===== src/inc/arpf_consts.vh =====
// Purpose: Constants for the async receive packet formatter
// Assumes: Quadlets are 32 bits, bit 31 is the first bit on the bus
// Notes:   Field positions are given as bit ranges of one quadlet
`ifndef ARPF_CONSTS_VH
`define ARPF_CONSTS_VH

// Formatter states
`define ARPF_S_COLLECT     3'h0
`define ARPF_S_TRAIL_FIRST 3'h1
`define ARPF_S_STORED      3'h2
`define ARPF_S_DATA        3'h3
`define ARPF_S_TRAIL_LAST  3'h4

// Transaction codes
`define ARPF_TC_WR_QUAD    4'h0
`define ARPF_TC_WR_BLOCK   4'h1
`define ARPF_TC_WR_RESP    4'h2
`define ARPF_TC_RD_QUAD    4'h4
`define ARPF_TC_RD_BLOCK   4'h5
`define ARPF_TC_RD_QRESP   4'h6
`define ARPF_TC_RD_BRESP   4'h7
`define ARPF_TC_LOCK_REQ   4'h9
`define ARPF_TC_LOCK_RESP  4'hB

// Header field ranges, first header quadlet
`define ARPF_F_TARGET      31:16
`define ARPF_F_BUS         31:22
`define ARPF_F_NODE        21:16
`define ARPF_F_LABEL       15:10
`define ARPF_F_RETRY       9:8
`define ARPF_F_TRANSACTION_CODE       7:4
`define ARPF_F_PRIORITY    3:0
// Second header quadlet
`define ARPF_F_SENDER      31:16
`define ARPF_F_OFS_UPPER   15:0
`define ARPF_F_RCODE       15:12
// Fourth header quadlet of block packets
`define ARPF_F_LENGTH      31:16
`define ARPF_F_EXT_TRANSACTION_CODE   15:0

// Header sizes in quadlets
`define ARPF_QUAD_HDR      3'h3
`define ARPF_QUAD_WITH_DAT 3'h4
`define ARPF_BLOCK_HDR     3'h4
`define ARPF_STORE_DEPTH   3'h4

// Speed codes
`define ARPF_SPD_400       2'h2
`define ARPF_SPD_BAD       2'h3

`endif


===== src/core/arpf_core.v =====
// Purpose: Formats received async packets into quadlet sequences with a trailer
// Assumes: Receiver presents one packet at a time, ack and speed valid with last
// Notes:   Quadlet packets are held whole so the FIFO trailer can lead
`default_nettype none
`include "arpf_consts.vh"

// Operation
// - Trailer counts header and payload quadlets only
// - Trailer carries 5-bit acknowledge code
// - Speed coded 00/01/10, never 11
// - Target address split into bus and node
// - Transaction label passed through unchanged
// - Retry code delivered with its four encodings
// - Sender address in upper half of quadlet two
// - Target offset 48 bits, quadlet aligned
// - Lock response: top offset bits are response code
// - Quadlet data only for writes and read responses
// - Block first quadlet: target then control bits
// - Block data only for writes, read responses and lock requests and responses
// - FIFO block packets end with the trailer
// - FIFO quadlet packets start with the trailer
// - Last data quadlet zero padded, byte 0 first
// - Length counts data bytes only
module arpf_core (
  // Clock and reset
  input  wire        i_clock,
  input  wire        i_resetn,
  input  wire        i_clock_en,
  // Mode: high selects data mover port format
  input  wire        i_data_mover_port,
  // Receiver stream
  input  wire        i_rx_valid,
  input  wire [31:0] i_rx_data,
  input  wire        i_rx_last,
  input  wire [4:0]  i_rx_acknowledge_code,
  input  wire [1:0]  i_rx_speed,
  output wire        o_rx_ready,
  // Formatted stream
  output reg         o_out_valid,
  output reg  [31:0] o_out_data,
  output reg         o_out_last,
  input  wire        i_out_ready,
  // Decoded header
  output reg         o_header_valid,
  output reg  [9:0]  o_bus_number,
  output reg  [5:0]  o_node_number,
  output reg  [5:0]  o_transaction_label,
  output reg  [1:0]  o_retry_code,
  output reg  [3:0]  o_transaction_code,
  output reg  [3:0]  o_priority,
  output reg  [15:0] o_sender_node_address,
  output reg  [47:0] o_target_offset,
  output reg  [3:0]  o_response_code,
  output reg         o_offset_misaligned,
  output reg  [15:0] o_payload_byte_length,
  output reg  [15:0] o_extended_transaction_code
);
  reg  [2:0]  state;
  reg  [2:0]  wr_idx;
  reg  [1:0]  rd_idx;
  reg  [2:0]  emit_cnt;
  reg  [14:0] data_left;
  reg  [13:0] quad_count;
  reg  [4:0]  ack_code;
  reg  [1:0]  speed;
  reg         dm_mode;
  reg         rx_done;
  reg  [1:0]  pad_sel;
  wire [31:0] store_rd;
  wire        out_free = !o_out_valid || i_out_ready;
  wire        rx_take = i_rx_valid && o_rx_ready;
  wire [3:0]  cur_transaction_code = (wr_idx == 3'h0) ? i_rx_data[`ARPF_F_TRANSACTION_CODE] : o_transaction_code;
  wire        cur_dm = (wr_idx == 3'h0) ? i_data_mover_port : dm_mode;
  wire        is_block = (cur_transaction_code == `ARPF_TC_WR_BLOCK) || (cur_transaction_code == `ARPF_TC_RD_BLOCK) ||
                         (cur_transaction_code == `ARPF_TC_RD_BRESP) || (cur_transaction_code == `ARPF_TC_LOCK_REQ) ||
                         (cur_transaction_code == `ARPF_TC_LOCK_RESP);
  // Only writes, read responses and locks carry a payload
  wire        block_data = is_block && (cur_transaction_code != `ARPF_TC_RD_BLOCK);
  wire        quad_data = (cur_transaction_code == `ARPF_TC_WR_QUAD) ||
                          (cur_transaction_code == `ARPF_TC_RD_QRESP);
  wire        trailer_first = !dm_mode && !is_block;
  wire [16:0] len_round = {1'b0, i_rx_data[`ARPF_F_LENGTH]} + 17'h0_0003;
  wire [2:0]  stored_n = (wr_idx == `ARPF_STORE_DEPTH) ? wr_idx : wr_idx + 3'h1;
  wire [2:0]  quad_cap = quad_data ? `ARPF_QUAD_WITH_DAT : `ARPF_QUAD_HDR;
  wire [2:0]  keep_n = (!is_block && (stored_n > quad_cap)) ? quad_cap : stored_n;
  wire [31:0] trailer = {2'h0, quad_count, 3'h0, ack_code, 2'h0, speed, 4'h0};
  reg  [31:0] pad_mask;

  // Bytes past the length become zero; byte 0 is the most significant lane
  always @* begin
    pad_mask = 32'hFFFF_FFFF;
    if (data_left == 15'h0001) begin
      case (pad_sel)
        2'h1:    pad_mask = 32'hFF00_0000;
        2'h2:    pad_mask = 32'hFFFF_0000;
        2'h3:    pad_mask = 32'hFFFF_FF00;
        default: pad_mask = 32'hFFFF_FFFF;
      endcase
    end
  end

  // Input stalls while stored quadlets or the trailer are going out
  assign o_rx_ready = (state == `ARPF_S_COLLECT) ||
                      ((state == `ARPF_S_DATA) && (out_free || (data_left == 15'h0000)));

  arpf_store u_store (
    .i_clock    (i_clock),
    .i_resetn   (i_resetn),
    .i_clock_en (i_clock_en),
    .i_wr_en    (rx_take && (state == `ARPF_S_COLLECT) && (wr_idx != `ARPF_STORE_DEPTH)),
    .i_wr_index (wr_idx[1:0]),
    .i_wr_data  (i_rx_data),
    .i_rd_index (rd_idx),
    .o_rd_data  (store_rd)
  );

  always @(posedge i_clock or negedge i_resetn) begin
    if (!i_resetn) begin
      state                       <= `ARPF_S_COLLECT;
      wr_idx                      <= 3'h0;
      rd_idx                      <= 2'h0;
      emit_cnt                    <= 3'h0;
      data_left                   <= 15'h0000;
      quad_count                  <= 14'h0000;
      ack_code                    <= 5'h00;
      speed                       <= 2'h0;
      dm_mode                     <= 1'b0;
      rx_done                     <= 1'b0;
      pad_sel                     <= 2'h0;
      o_out_valid                 <= 1'b0;
      o_out_data                  <= 32'h0000_0000;
      o_out_last                  <= 1'b0;
      o_header_valid              <= 1'b0;
      o_bus_number                <= 10'h000;
      o_node_number               <= 6'h00;
      o_transaction_label         <= 6'h00;
      o_retry_code                <= 2'h0;
      o_transaction_code          <= 4'h0;
      o_priority                  <= 4'h0;
      o_sender_node_address       <= 16'h0000;
      o_target_offset             <= 48'h0000_0000_0000;
      o_response_code             <= 4'h0;
      o_offset_misaligned         <= 1'b0;
      o_payload_byte_length       <= 16'h0000;
      o_extended_transaction_code <= 16'h0000;
    end else if (i_clock_en) begin
      o_header_valid <= 1'b0;
      if (i_out_ready) begin
        o_out_valid <= 1'b0;
      end
      case (state)
        `ARPF_S_COLLECT: begin
          if (rx_take) begin
            if (wr_idx != `ARPF_STORE_DEPTH) begin
              wr_idx <= wr_idx + 3'h1;
            end
            case (wr_idx)
              3'h0: begin
                dm_mode             <= i_data_mover_port;
                o_bus_number        <= i_rx_data[`ARPF_F_BUS];
                o_node_number       <= i_rx_data[`ARPF_F_NODE];
                o_transaction_label <= i_rx_data[`ARPF_F_LABEL];
                o_retry_code        <= i_rx_data[`ARPF_F_RETRY];
                o_transaction_code  <= i_rx_data[`ARPF_F_TRANSACTION_CODE];
                // Delivered as received; cable senders are expected to send zero
                o_priority          <= i_rx_data[`ARPF_F_PRIORITY];
              end
              3'h1: begin
                o_sender_node_address   <= i_rx_data[`ARPF_F_SENDER];
                o_target_offset[47:32]  <= i_rx_data[`ARPF_F_OFS_UPPER];
                o_response_code         <= (cur_transaction_code == `ARPF_TC_LOCK_RESP) ?
                                           i_rx_data[`ARPF_F_RCODE] : 4'h0;
              end
              3'h2: begin
                o_target_offset[31:0] <= i_rx_data;
                o_offset_misaligned   <= (i_rx_data[1:0] != 2'h0);
              end
              3'h3: begin
                if (is_block) begin
                  o_payload_byte_length       <= i_rx_data[`ARPF_F_LENGTH];
                  o_extended_transaction_code <= i_rx_data[`ARPF_F_EXT_TRANSACTION_CODE];
                  pad_sel                     <= i_rx_data[17:16];
                  data_left <= block_data ? len_round[16:2] : 15'h0000;
                end
              end
              default: begin
              end
            endcase
            if (i_rx_last) begin
              ack_code       <= i_rx_acknowledge_code;
              speed          <= (i_rx_speed == `ARPF_SPD_BAD) ? `ARPF_SPD_400 : i_rx_speed;
              rx_done        <= 1'b1;
              emit_cnt       <= keep_n;
              quad_count     <= {11'h000, keep_n};
              rd_idx         <= 2'h0;
              o_header_valid <= 1'b1;
              state <= (!cur_dm && !is_block) ? `ARPF_S_TRAIL_FIRST : `ARPF_S_STORED;
            end else if ((wr_idx == 3'h3) && is_block) begin
              rx_done        <= 1'b0;
              emit_cnt       <= `ARPF_BLOCK_HDR;
              quad_count     <= {11'h000, `ARPF_BLOCK_HDR};
              rd_idx         <= 2'h0;
              o_header_valid <= 1'b1;
              state          <= `ARPF_S_STORED;
            end
          end
        end
        `ARPF_S_TRAIL_FIRST: begin
          if (out_free) begin
            o_out_valid <= 1'b1;
            o_out_data  <= trailer;
            o_out_last  <= 1'b0;
            state       <= `ARPF_S_STORED;
          end
        end
        `ARPF_S_STORED: begin
          if (out_free) begin
            o_out_valid <= 1'b1;
            o_out_data  <= store_rd;
            o_out_last  <= trailer_first && ({1'b0, rd_idx} == emit_cnt - 3'h1);
            rd_idx      <= rd_idx + 2'h1;
            if ({1'b0, rd_idx} == emit_cnt - 3'h1) begin
              if (!rx_done) begin
                state <= `ARPF_S_DATA;
              end else if (trailer_first) begin
                state  <= `ARPF_S_COLLECT;
                wr_idx <= 3'h0;
              end else begin
                state <= `ARPF_S_TRAIL_LAST;
              end
            end
          end
        end
        `ARPF_S_DATA: begin
          if (rx_take) begin
            // Quadlets beyond the length are dropped, not forwarded
            if (data_left != 15'h0000) begin
              o_out_valid <= 1'b1;
              o_out_data  <= i_rx_data & pad_mask;
              o_out_last  <= 1'b0;
              data_left   <= data_left - 15'h0001;
              quad_count  <= quad_count + 14'h0001;
            end
            if (i_rx_last) begin
              ack_code <= i_rx_acknowledge_code;
              speed    <= (i_rx_speed == `ARPF_SPD_BAD) ? `ARPF_SPD_400 : i_rx_speed;
              state    <= `ARPF_S_TRAIL_LAST;
            end
          end
        end
        `ARPF_S_TRAIL_LAST: begin
          if (out_free) begin
            o_out_valid <= 1'b1;
            o_out_data  <= trailer;
            o_out_last  <= 1'b1;
            wr_idx      <= 3'h0;
            state       <= `ARPF_S_COLLECT;
          end
        end
        default: begin
          state  <= `ARPF_S_COLLECT;
          wr_idx <= 3'h0;
        end
      endcase
    end
  end
endmodule
`default_nettype wire


===== src/core/arpf_store.v =====
// Purpose: Four-quadlet holding store for packet headers
// Assumes: One write and one read port, write index below depth
// Notes:   Read is combinational from the addressed entry
`default_nettype none
module arpf_store (
  // Clock and reset
  input  wire        i_clock,
  input  wire        i_resetn,
  input  wire        i_clock_en,
  // Write port
  input  wire        i_wr_en,
  input  wire [1:0]  i_wr_index,
  input  wire [31:0] i_wr_data,
  // Read port
  input  wire [1:0]  i_rd_index,
  output wire [31:0] o_rd_data
);
  wire [31:0] entry [0:3];

  genvar g;
  generate
    for (g = 0; g < 4; g = g + 1) begin : g_entry
      reg [31:0] quad;
      always @(posedge i_clock or negedge i_resetn) begin
        if (!i_resetn) begin
          quad <= 32'h0000_0000;
        end else if (i_clock_en && i_wr_en && (i_wr_index == g)) begin
          quad <= i_wr_data;
        end
      end
      assign entry[g] = quad;
    end
  endgenerate

  assign o_rd_data = entry[i_rd_index];
endmodule
`default_nettype wire


===== config.mk =====
export PLATFORM = sky130hd
export DESIGN_NAME = arpf_core
export DESIGN_NICKNAME = d
export VERILOG_FILES = /design/src/core/arpf_core.v /design/src/core/arpf_store.v
export VERILOG_INCLUDE_DIRS = /design/src /design/src/inc
export SDC_FILE = /design/constraint.sdc
export NUM_CORES = 1
export LEC_CHECK = 0
export BUFFER_PORTS_ARGS = -buffer_cell sky130_fd_sc_hd__buf_2
export CORE_MARGIN = 2
export CORE_UTILIZATION = 45
export CTS_BUF_LIST = sky130_fd_sc_hd__clkbuf_16
export DETAILED_ROUTE_END_ITERATION = 10
export PLACE_DENSITY_LB_ADDON = 0.08
export SETUP_SLACK_MARGIN = 0.1
export SKIP_CTS_REPAIR_TIMING = 1
export SLEW_MARGIN = 30
export SYNTH_ARGS = -nofsm -noshare
export SYNTH_HDL_FRONTEND = slang
export SYNTH_HIERARCHICAL = 1
export SYNTH_SLANG_ARGS = --single-unit

===== constraint.sdc =====
create_clock -name i_clock -period 5.2 [get_ports i_clock]
set_input_delay 0.52 -clock i_clock [delete_from_list [all_inputs] [get_ports i_clock]]
set_output_delay 0.52 -clock i_clock [all_outputs]
set_load 0.05 [all_outputs]

---- Word level (Yosys, flattened, before mapping) ----
Cells that the tools add are included.
cells by class
  equality and inequality tests ........... 40
  $mul .................................... 0
  muxes and demuxes ....................... 74
  divide/modulo/power cells ............... 0
  order comparisons ....................... 2
  shift-type cells ........................ 0
  reductions and logical operators ........ 57
  $add $sub $neg .......................... 6
  bitwise logic cells ..................... 3
operator list
  kind                   number
  $mux 32                7
  $pmux 32 s3            1
  $mux 15                6
  $pmux 24 s3            1
  $mux 14                5
  $mux 3                 22
  $bmux 32 s2            1
  $and 32x32->32         1
  $pmux 15 s2            1
  $pmux 14 s2            1
  $ne 2x2->1 const B     10
  $reduce_and 4->1       5
  $reduce_and 9->1       2
  $add 16x2->17 const B  1
  $mux 1                 16
  $eq 15x1->1 const B    1
  $logic_and 1x1->1      15
  $logic_not 15->1       1
  $pmux 3 s5             1
  $reduce_bool 15->1     1
  $sub 15x1->15 const B  1
  $add 14x1->14 const B  1
  $reduce_and 7->1       2
  $eq 3x2->1 const B     4
  other kinds (38)       75
storage, ports and cells
  register bits after elaboration ......... 347
  memories kept ........................... 0
  bits of input ports ..................... 46
  bits in read-only memories .............. 0
  latch bits .............................. 0
  word-level logic and storage cells ...... 214
  bits in writable memories ............... 0

---- Logic depth before layout (Yosys ltp) ----
Gate-level depths: netlist (run 1).
  depth in word-level cells ............... 14
  depth in mapped cells ................... 14
  mapped depth without buffers ............ 13

---- Hierarchy ----
Netlist (run 1), hierarchy kept.
by module, submodules not included
  module      area an instance (um2)  seq. area each (um2)  instances  cells each
  arpf_core   10364.9                 5430.2                1          890
  arpf_store  5516.5                  3203.1                1          312

---- Least setup slack after synthesis (run 1) ----
No wires, ideal clock.
  path kind ............................... register -> register
  from .................................... register wr_idx[0]
  to ...................................... register quad_count[2]
  slack ................................... 2.182 ns
  setup time .............................. 0.131 ns
  data arrival time ....................... 2.887 ns
  cell stages (with the launch flop) ...... 13
  path buffers ............................ 1
  required time ........................... 5.069 ns
  path through ............................ dfrtp_1 -> inv_1 -> ha_1 -> nor2b_1 -> buf_2 -> or4_1 -> nand2_1 -> inv_1 -> ha_1 -> and3_1 -> o41ai_1 -> a21oi_1 -> or3_1
between the ends
  longest elaborated chain between the ends .. 13
  elaborated cells between the ends (all ways) .. 29
  those cells by class .................... 1 x add/sub; 1 x order compare; 9 x eq/ne; 7 x mux; 11 x reduce/logical
RTL lines
  what                                                                 RTL line         source
  start, declared                                                      arpf_core.v:59   reg [2:0] wr_idx;
  start signal, assigned                                               arpf_core.v:155  wr_idx <= wr_idx + 3'h1;
  parallel branches: the longest is 13 deep, another holds $gt 3x3->1  n/a
  end signal, assigned                                                 arpf_core.v:194  quad_count <= {11'h000, keep_n};
  end signal, assigned                                                 arpf_core.v:201  quad_count <= {11'h000, `ARPF_BLOCK_HDR};
  end signal, assigned                                                 arpf_core.v:242  quad_count <= quad_count + 14'h0001;
  end, declared                                                        arpf_core.v:63   reg [13:0] quad_count;
Parallel ways; which one is timed is not known. The select of a mux whose other input is x is not followed.
A chain may end at the register's enable or synchronous reset.

---- Worst setup path after layout (run 1) ----
Ends and elaborated chain as after synthesis.

==> flow_summary.json, run 1 <==
{
  "outcome": "complete, no violations",
  "min_path_type": "input pin to register",
  "clk_pin_slew_ns": 0.06,
  "core_um2": 34600,
  "pin_count": 215,
  "synth_compound_area_share_pct": 8.45,
  "synth_edf_count": 0,
  "rsz0062_at_grt": "false",
  "leakagePower_nw": 8.97,
  "synthAdderAreaFrac_pct": 1.10,
  "clk_latency_ns": 0.53,
  "fin_nets": 1467,
  "grt_pass1_wl_mm": 65.7,
  "slowest_stage": "o21ai_0",
  "initial_utilization_pct": 45.9,
  "antenna_found_initial": 1,
  "slowest_delay_ns": 0.78,
  "max-vdd-ir-drop_uv": 475,
  "portBuffers": 214,
  "cts_max_level": 2,
  "start_kind": "register",
  "syn_area_um2": 15900,
  "dp.cells": 1819,
  "ys_warn_count": 6,
  "hold_violations": 0,
  "p_total_mw": 12.8,
  "drive_gt1_share_pct": 43.1,
  "place_ws_ns": 1.70,
  "dp_hpwl_mm": 27.3,
  "synth.area.mux_share_pct": 25.4,
  "fmax_ghz": 0.283,
  "synth_area_per_cell_um2": 13.2,
  "grt_pass1_vias": 11100,
  "cp-end-kind": "register",
  "die_x_um": 192,
  "final.setup.worst_slack_ns": 1.67,
  "worst_pin_slew_ns": 0.992,
  "dr_total_vias": 11000,
  "die_area_um2": 36800,
  "n_antenna_cell": 0,
  "crit_fanout": 9,
  "synth-main-ff-cell": "dfrtp_1",
  "yosys_register_bits": 345,
  "die_h_um": 192,
  "fin_cells": 1893,
  "gp_congestion": 0.869,
  "yosys.area.top_type_share_pct": 54.4,
  "drtPass1Iterations": 5,
  "yosysTopAreaCell": "dfrtp_1",
  "worstSetupPathType": "register to register",
  "row_count": 68,
  "netlist-cell-type-count": 68,
  "clkSinkCount": 345,
  "synth_cells": 1202,
  "cts_tree": "built",
  "period_share_pct": 67.8,
  "antenna_left": 0,
  "path_cells": "inv_1, ha_1, nor2b_1, mux2i_1, a2111oi_4, o21ai_0, a21oi_1, or3_1",
  "period_needed_ns": 3.53,
  "drv_cap": 0,
  "fin_worst_skew_ns": 0.0119,
  "track_usage_pct": 23.4,
  "synth_nets": 1262,
  "synthXorXnorAreaFrac_pct": 1.27,
  "timing.slew.headroom_pct": 33.9,
  "async_reset_ff_share_pct": 100,
  "fin_setup_tns_ns": 0,
  "power_density_nw_per_um2": 685,
  "area_growth_pct": 17.8,
  "overflow": 0,
  "worst_hold_slack_ns": 0.218,
  "wirelength_mm": 42.2,
  "cp.arrival_ns": 3.94,
  "synthSimpleGateAreaFrac_pct": 6.43,
  "synth_seq_area_share_pct": 54.4,
  "drc": 0,
  "drt_iter0_markers": 891,
  "cts_buffers": 39,
  "finalMaxSlewViolations": 0,
  "finalSetupViolCount": 0,
  "crit_required_ns": 5.61,
  "clockBufferDepth": 3,
  "synth.area.top_cells": "dfrtp_1 54%, mux2_2 19%, mux4_2 4.5%",
  "vias_per_cell": 5.79,
  "synth_top_family_by_area": "multiplexers",
  "wl_per_cell_um": 22.3,
  "cts-root-buf": "clkbuf_16",
  "grt_max_degree": 116
}
[state kept, by name, indices dropped and copies added (netlist names), 6 cells and up]
| name | cells |
|---|---|
| u_store/g_entry.quad | 128 |
| o_node_number | 6 |
| o_target_offset | 48 |
| o_out_data | 32 |
| o_extended_transaction_code | 16 |
| o_sender_node_address | 16 |
| data_left | 15 |
| o_bus_number | 10 |
| o_transaction_label | 6 |
| quad_count | 14 |
| o_payload_byte_length | 16 |
[critical path: cells and delay by family, from the launching register on]
family	cells	cell delay (ns)
compound gates	3	1.10
simple gates	2	0.85
mux	1	0.60
flops	1	0.47
fa+ha+maj	1	0.22
buf+inv	1	0.16
[cells in the mapped netlist (22+ instances only)]
cell type / n
clkbuf_1: 34
mux4_2: 32
a21oi_1: 28
nand3_1: 22
nand2_1: 47
nor2_1: 39
dfrtp_1: 345
buf_2: 24
a22o_1: 22
mux2_2: 275
inv_1: 41
o21ai_0: 39
[where the power goes]
part	internal [mW]	switching, mW	total, mW
logic	2.11	3.62	5.73
registers	3.73	0.745	4.47
clock network	1.50	1.11	2.61
[final cells by class]
class,instances,area (µm²)
clock buffer,40,1000
fill,2993,15900
multi-input combinational,744,6810
inverter,41,154
timing repair buffer,236,1320
clock inverter,32,209
sequential,345,8640
tap,455,569
[layout by cell type, fill, tap and decap left out, types with 9 or more instances in the layout]
cell type	instances
nor3_1	15
or4_1	17
xor2_1	16
buf_2	214
nor2_1	38
mux2_2	275
nand3_1	22
o21ai_0	39
clkbuf_16	40
ha_1	14
inv_1	48
mux4_2	32
a21oi_1	26
a222oi_1	15
clkinv_2	9
o211ai_1	9
clkinv_1	10
a22o_1	22
buf_4	14
nand2_1	43
mux2i_1	19
o31ai_1	12
dfrtp_1	343
[final timing paths]
path                       slack (ns)                startpoint                          end  cells after the start
max in group asynchronous        3.60                  i_resetn  u_store/g_entry[2].quad[10]                      4
setup / recovery                 1.67                 wr_idx[0]                quad_count[2]                      8
hold / removal                   0.22  i_rx_acknowledge_code[1]                  ack_code[1]                      2
hold reg to reg                  0.48       o_target_offset[31]          o_target_offset[31]                      2
setup reg to reg                 1.67                 wr_idx[0]                quad_count[2]                      8
min in group asynchronous        0.46                  i_resetn  u_store/g_entry[0].quad[29]                      2
[metrics by stage]
| step | util [%] | instance area, µm² |
|---|---|---|
| 2_1_floorplan | - | 15900 |
| 6_report | 54.0 | 18700 |
| 5_1_grt | 54.0 | 18700 |
| 3_5_place_dp | 50.4 | 17500 |
| 4_1_cts | 53.9 | 18700 |
| 3_3_place_gp | 50.3 | 17400 |
[per-layer routing]
layer | routed length [µm] | track usage (%) | vias up | share of wire [%]
li1 | - | - | 4876 | -
met1 | 19400 | 34.1 | 5673 | 46
met2 | 19100 | 35.6 | 342 | 45
met3 | 2510 | 4.02 | 73 | 5.9
met4 | 1160 | 7.28 | 2 | 2.7
met5 | 12 | 0 | - | 0.028
[kinds of logic after synthesis]
kind of cell / Yosys count
compound gates: 184
buf+inv: 113
xor+xnor: 23
mux: 328
fa+ha+maj: 14
simple gates: 195
flops: 345
(Power assumes the default switching activity.)
==> run 2: changes to the inputs <==
clock period = 3.2 ns   (was 5.2 ns; I/O delays follow)
==> run 2 against run 1 <==
Compared with the run above: sequential power increased by 57%; sequential cell count unchanged; total power grew 66%; worst setup slack got worse by 1.4 ns; largest cell class unchanged; largest power group unchanged.
==> flow_summary.json, run 2 (synthesis results as in run 1) <==
{
  "timing.slew.headroom_pct": 37.1,
  "largest_register": "u_store/g_entry.quad",
  "drive_gt1_share_pct": 45.0,
  "die_x_um": 192,
  "cp-end-kind": "output pin",
  "cts_buffers": 39,
  "outcome": "complete, no violations",
  "worst_r2r_path_depth": 11,
  "top_regs": "u_store/g_entry.quad (128), o_target_offset (48), o_out_data (32)",
  "fin_setup_tns_ns": 0,
  "drtPass1Iterations": 8,
  "cp.arrival_ns": 2.62,
  "hold_violations": 0,
  "power_density_nw_per_um2": 1110,
  "worstHoldStart": "i_rx_acknowledge_code[4]",
  "rsz0062_at_grt": "false",
  "gp_congestion": 0.860,
  "cts_tree": "built",
  "pwr-share-clk_pct": 21.0,
  "crit_fanout": 8,
  "fmax_ghz": 0.340,
  "worst_pin_slew_ns": 0.944,
  "start_kind": "register",
  "p_switching_mw": 8.93,
  "antenna_found_initial": 0,
  "initial_utilization_pct": 45.9,
  "die_h_um": 192,
  "p_int_mw": 12.3,
  "worstSetupPathType": "register to output pin",
  "fin_nets": 1510,
  "clkSinkCount": 345,
  "finalMaxSlewViolations": 0,
  "core_um2": 34600,
  "n_antenna_cell": 0,
  "final_cell_area_um2": 19100,
  "grt_pass1_wl_mm": 66.4,
  "multiInputGateArea_um2": 6810,
  "dpl-instance-area_um2": 17800,
  "worstReg2RegEnd": "quad_count[2]",
  "drt_iter0_markers": 738,
  "row_count": 68,
  "area_growth_pct": 20.3,
  "wl_per_cell_um": 22.1,
  "swShare_pct": 42.0,
  "wl_met2_mm": 20.2,
  "fill_cells": 2986,
  "cts_max_level": 2,
  "worst_hold_slack_ns": 0.0116,
  "die_area_um2": 36800,
  "wl_met1_mm": 19.3,
  "pin_count": 215,
  "wirelength_mm": 42.7,
  "max-vdd-ir-drop_uv": 701,
  "dp_hpwl_mm": 28.3,
  "track_usage_pct": 23.6,
  "clockBufferDepth": 3,
  "vias_per_cell": 5.76,
  "grt_max_degree": 79,
  "portBuffers": 214,
  "final_common_cell": "dfrtp_1",
  "min_path_type": "input pin to register",
  "period_share_pct": 91.9,
  "finalSetupViolCount": 0,
  "overflow": 0,
  "drv_cap": 0,
  "largest_reg_flops": 128,
  "power_frac_seq_pct": 33.0,
  "drc": 0,
  "utilization_pct": 55.2,
  "crit_required_ns": 2.88,
  "rr_startpoint": "wr_idx[0]",
  "holdPathStages": 2,
  "ff2ff_setup_slack_ns": 0.27,
  "antenna_left": 0,
  "min_to": "ack_code[4]",
  "clk_pin_slew_ns": 0.06,
  "cts-root-buf": "clkbuf_16",
  "clk_latency_ns": 0.56,
  "period_needed_ns": 2.94,
  "top_layer": "met4",
  "dr_total_vias": 11100,
  "wl_met3_mm": 2.38,
  "grt_pass1_vias": 11300,
  "register_area_um2": 8630,
  "fin_worst_skew_ns": 0.0237,
  "leakagePower_nw": 9.17,
  "p_comb_share_pct": 46.0,
  "final_cell_mix": "344 x dfrtp_1, 275 x mux2_2, 213 x buf_2"
}
## run 2: changes by cell type in the layout (fill, tap and decap cells not counted), moves of 2 or more
cell,before,now
clkinv_1,10,8
nand2_2,1,5
buf_12,4,8
inv_1,48,45
bufinv_16,2,4
nand2_4,3,0
buf_4,14,55
## run 2: worst max-delay path, stage by stage (launching register included)
cell and delay [ns]:
dfrtp_1 0.44, or4_4 0.57, nor2_1 0.17, nand3_1 0.18
a21oi_1 0.27, nor2_1 0.10, nor2_1 0.09, buf_2 0.27
## run 2: cell type report
type                       instances  area share, %
sequential                       345           45.2
multi-input combinational        744           35.6
timing repair buffer             279           8.76
clock buffer                      41           5.37
tap                              455           2.98
clock inverter                    29           1.28
inverter                          41          0.805
## run 2: power groups by stage
stage | Combinational [mW] | Sequential [mW] | Clock [mW]
3_5_place_dp | 9.80 | 7.08 | 0
5_1_grt | 10.4 | 7.24 | 4.78
6_report | 9.80 | 7.02 | 4.46
3_3_place_gp | 9.68 | 7.01 | 0
4_1_cts | 9.84 | 7.02 | 4.58
2_1_floorplan | 4.49 | 9.69 | 0
## run 2: through the flow
stage          cells  total power [mW]  worst slack [ns]
3_3_place_gp    1862              16.7             0.272
4_1_cts         1932              21.4             0.137
2_1_floorplan   1202              14.2             0.182
3_5_place_dp    1862              16.9             0.157
6_report        1934              21.3             0.260
5_1_grt         1934              22.5             0.105
## run 2: how the worst max path moves through the flow
| stage | start | to | slack (ns) | cells after the start |
|---|---|---|---|---|
| final | data_left[4] | o_rx_ready | 0.26 | 7 |
| after detailed placement | wr_idx[0] | quad_count[2] | 0.16 | 11 |
| after global placement | wr_idx[0] | quad_count[2] | 0.27 | 11 |
| after global routing | wr_idx[0] | o_out_last | 0.11 | 10 |
| after CTS | data_left[4] | o_rx_ready | 0.14 | 7 |
| after floorplan | wr_idx[0] | quad_count[2] | 0.18 | 12 |
## run 2: metal layers
metal  up-vias  GRT usage, %
li1       4972             -
met1      5842          33.7
met2       269          36.9
met3        59          4.71
met4         0          6.30
met5         -             0
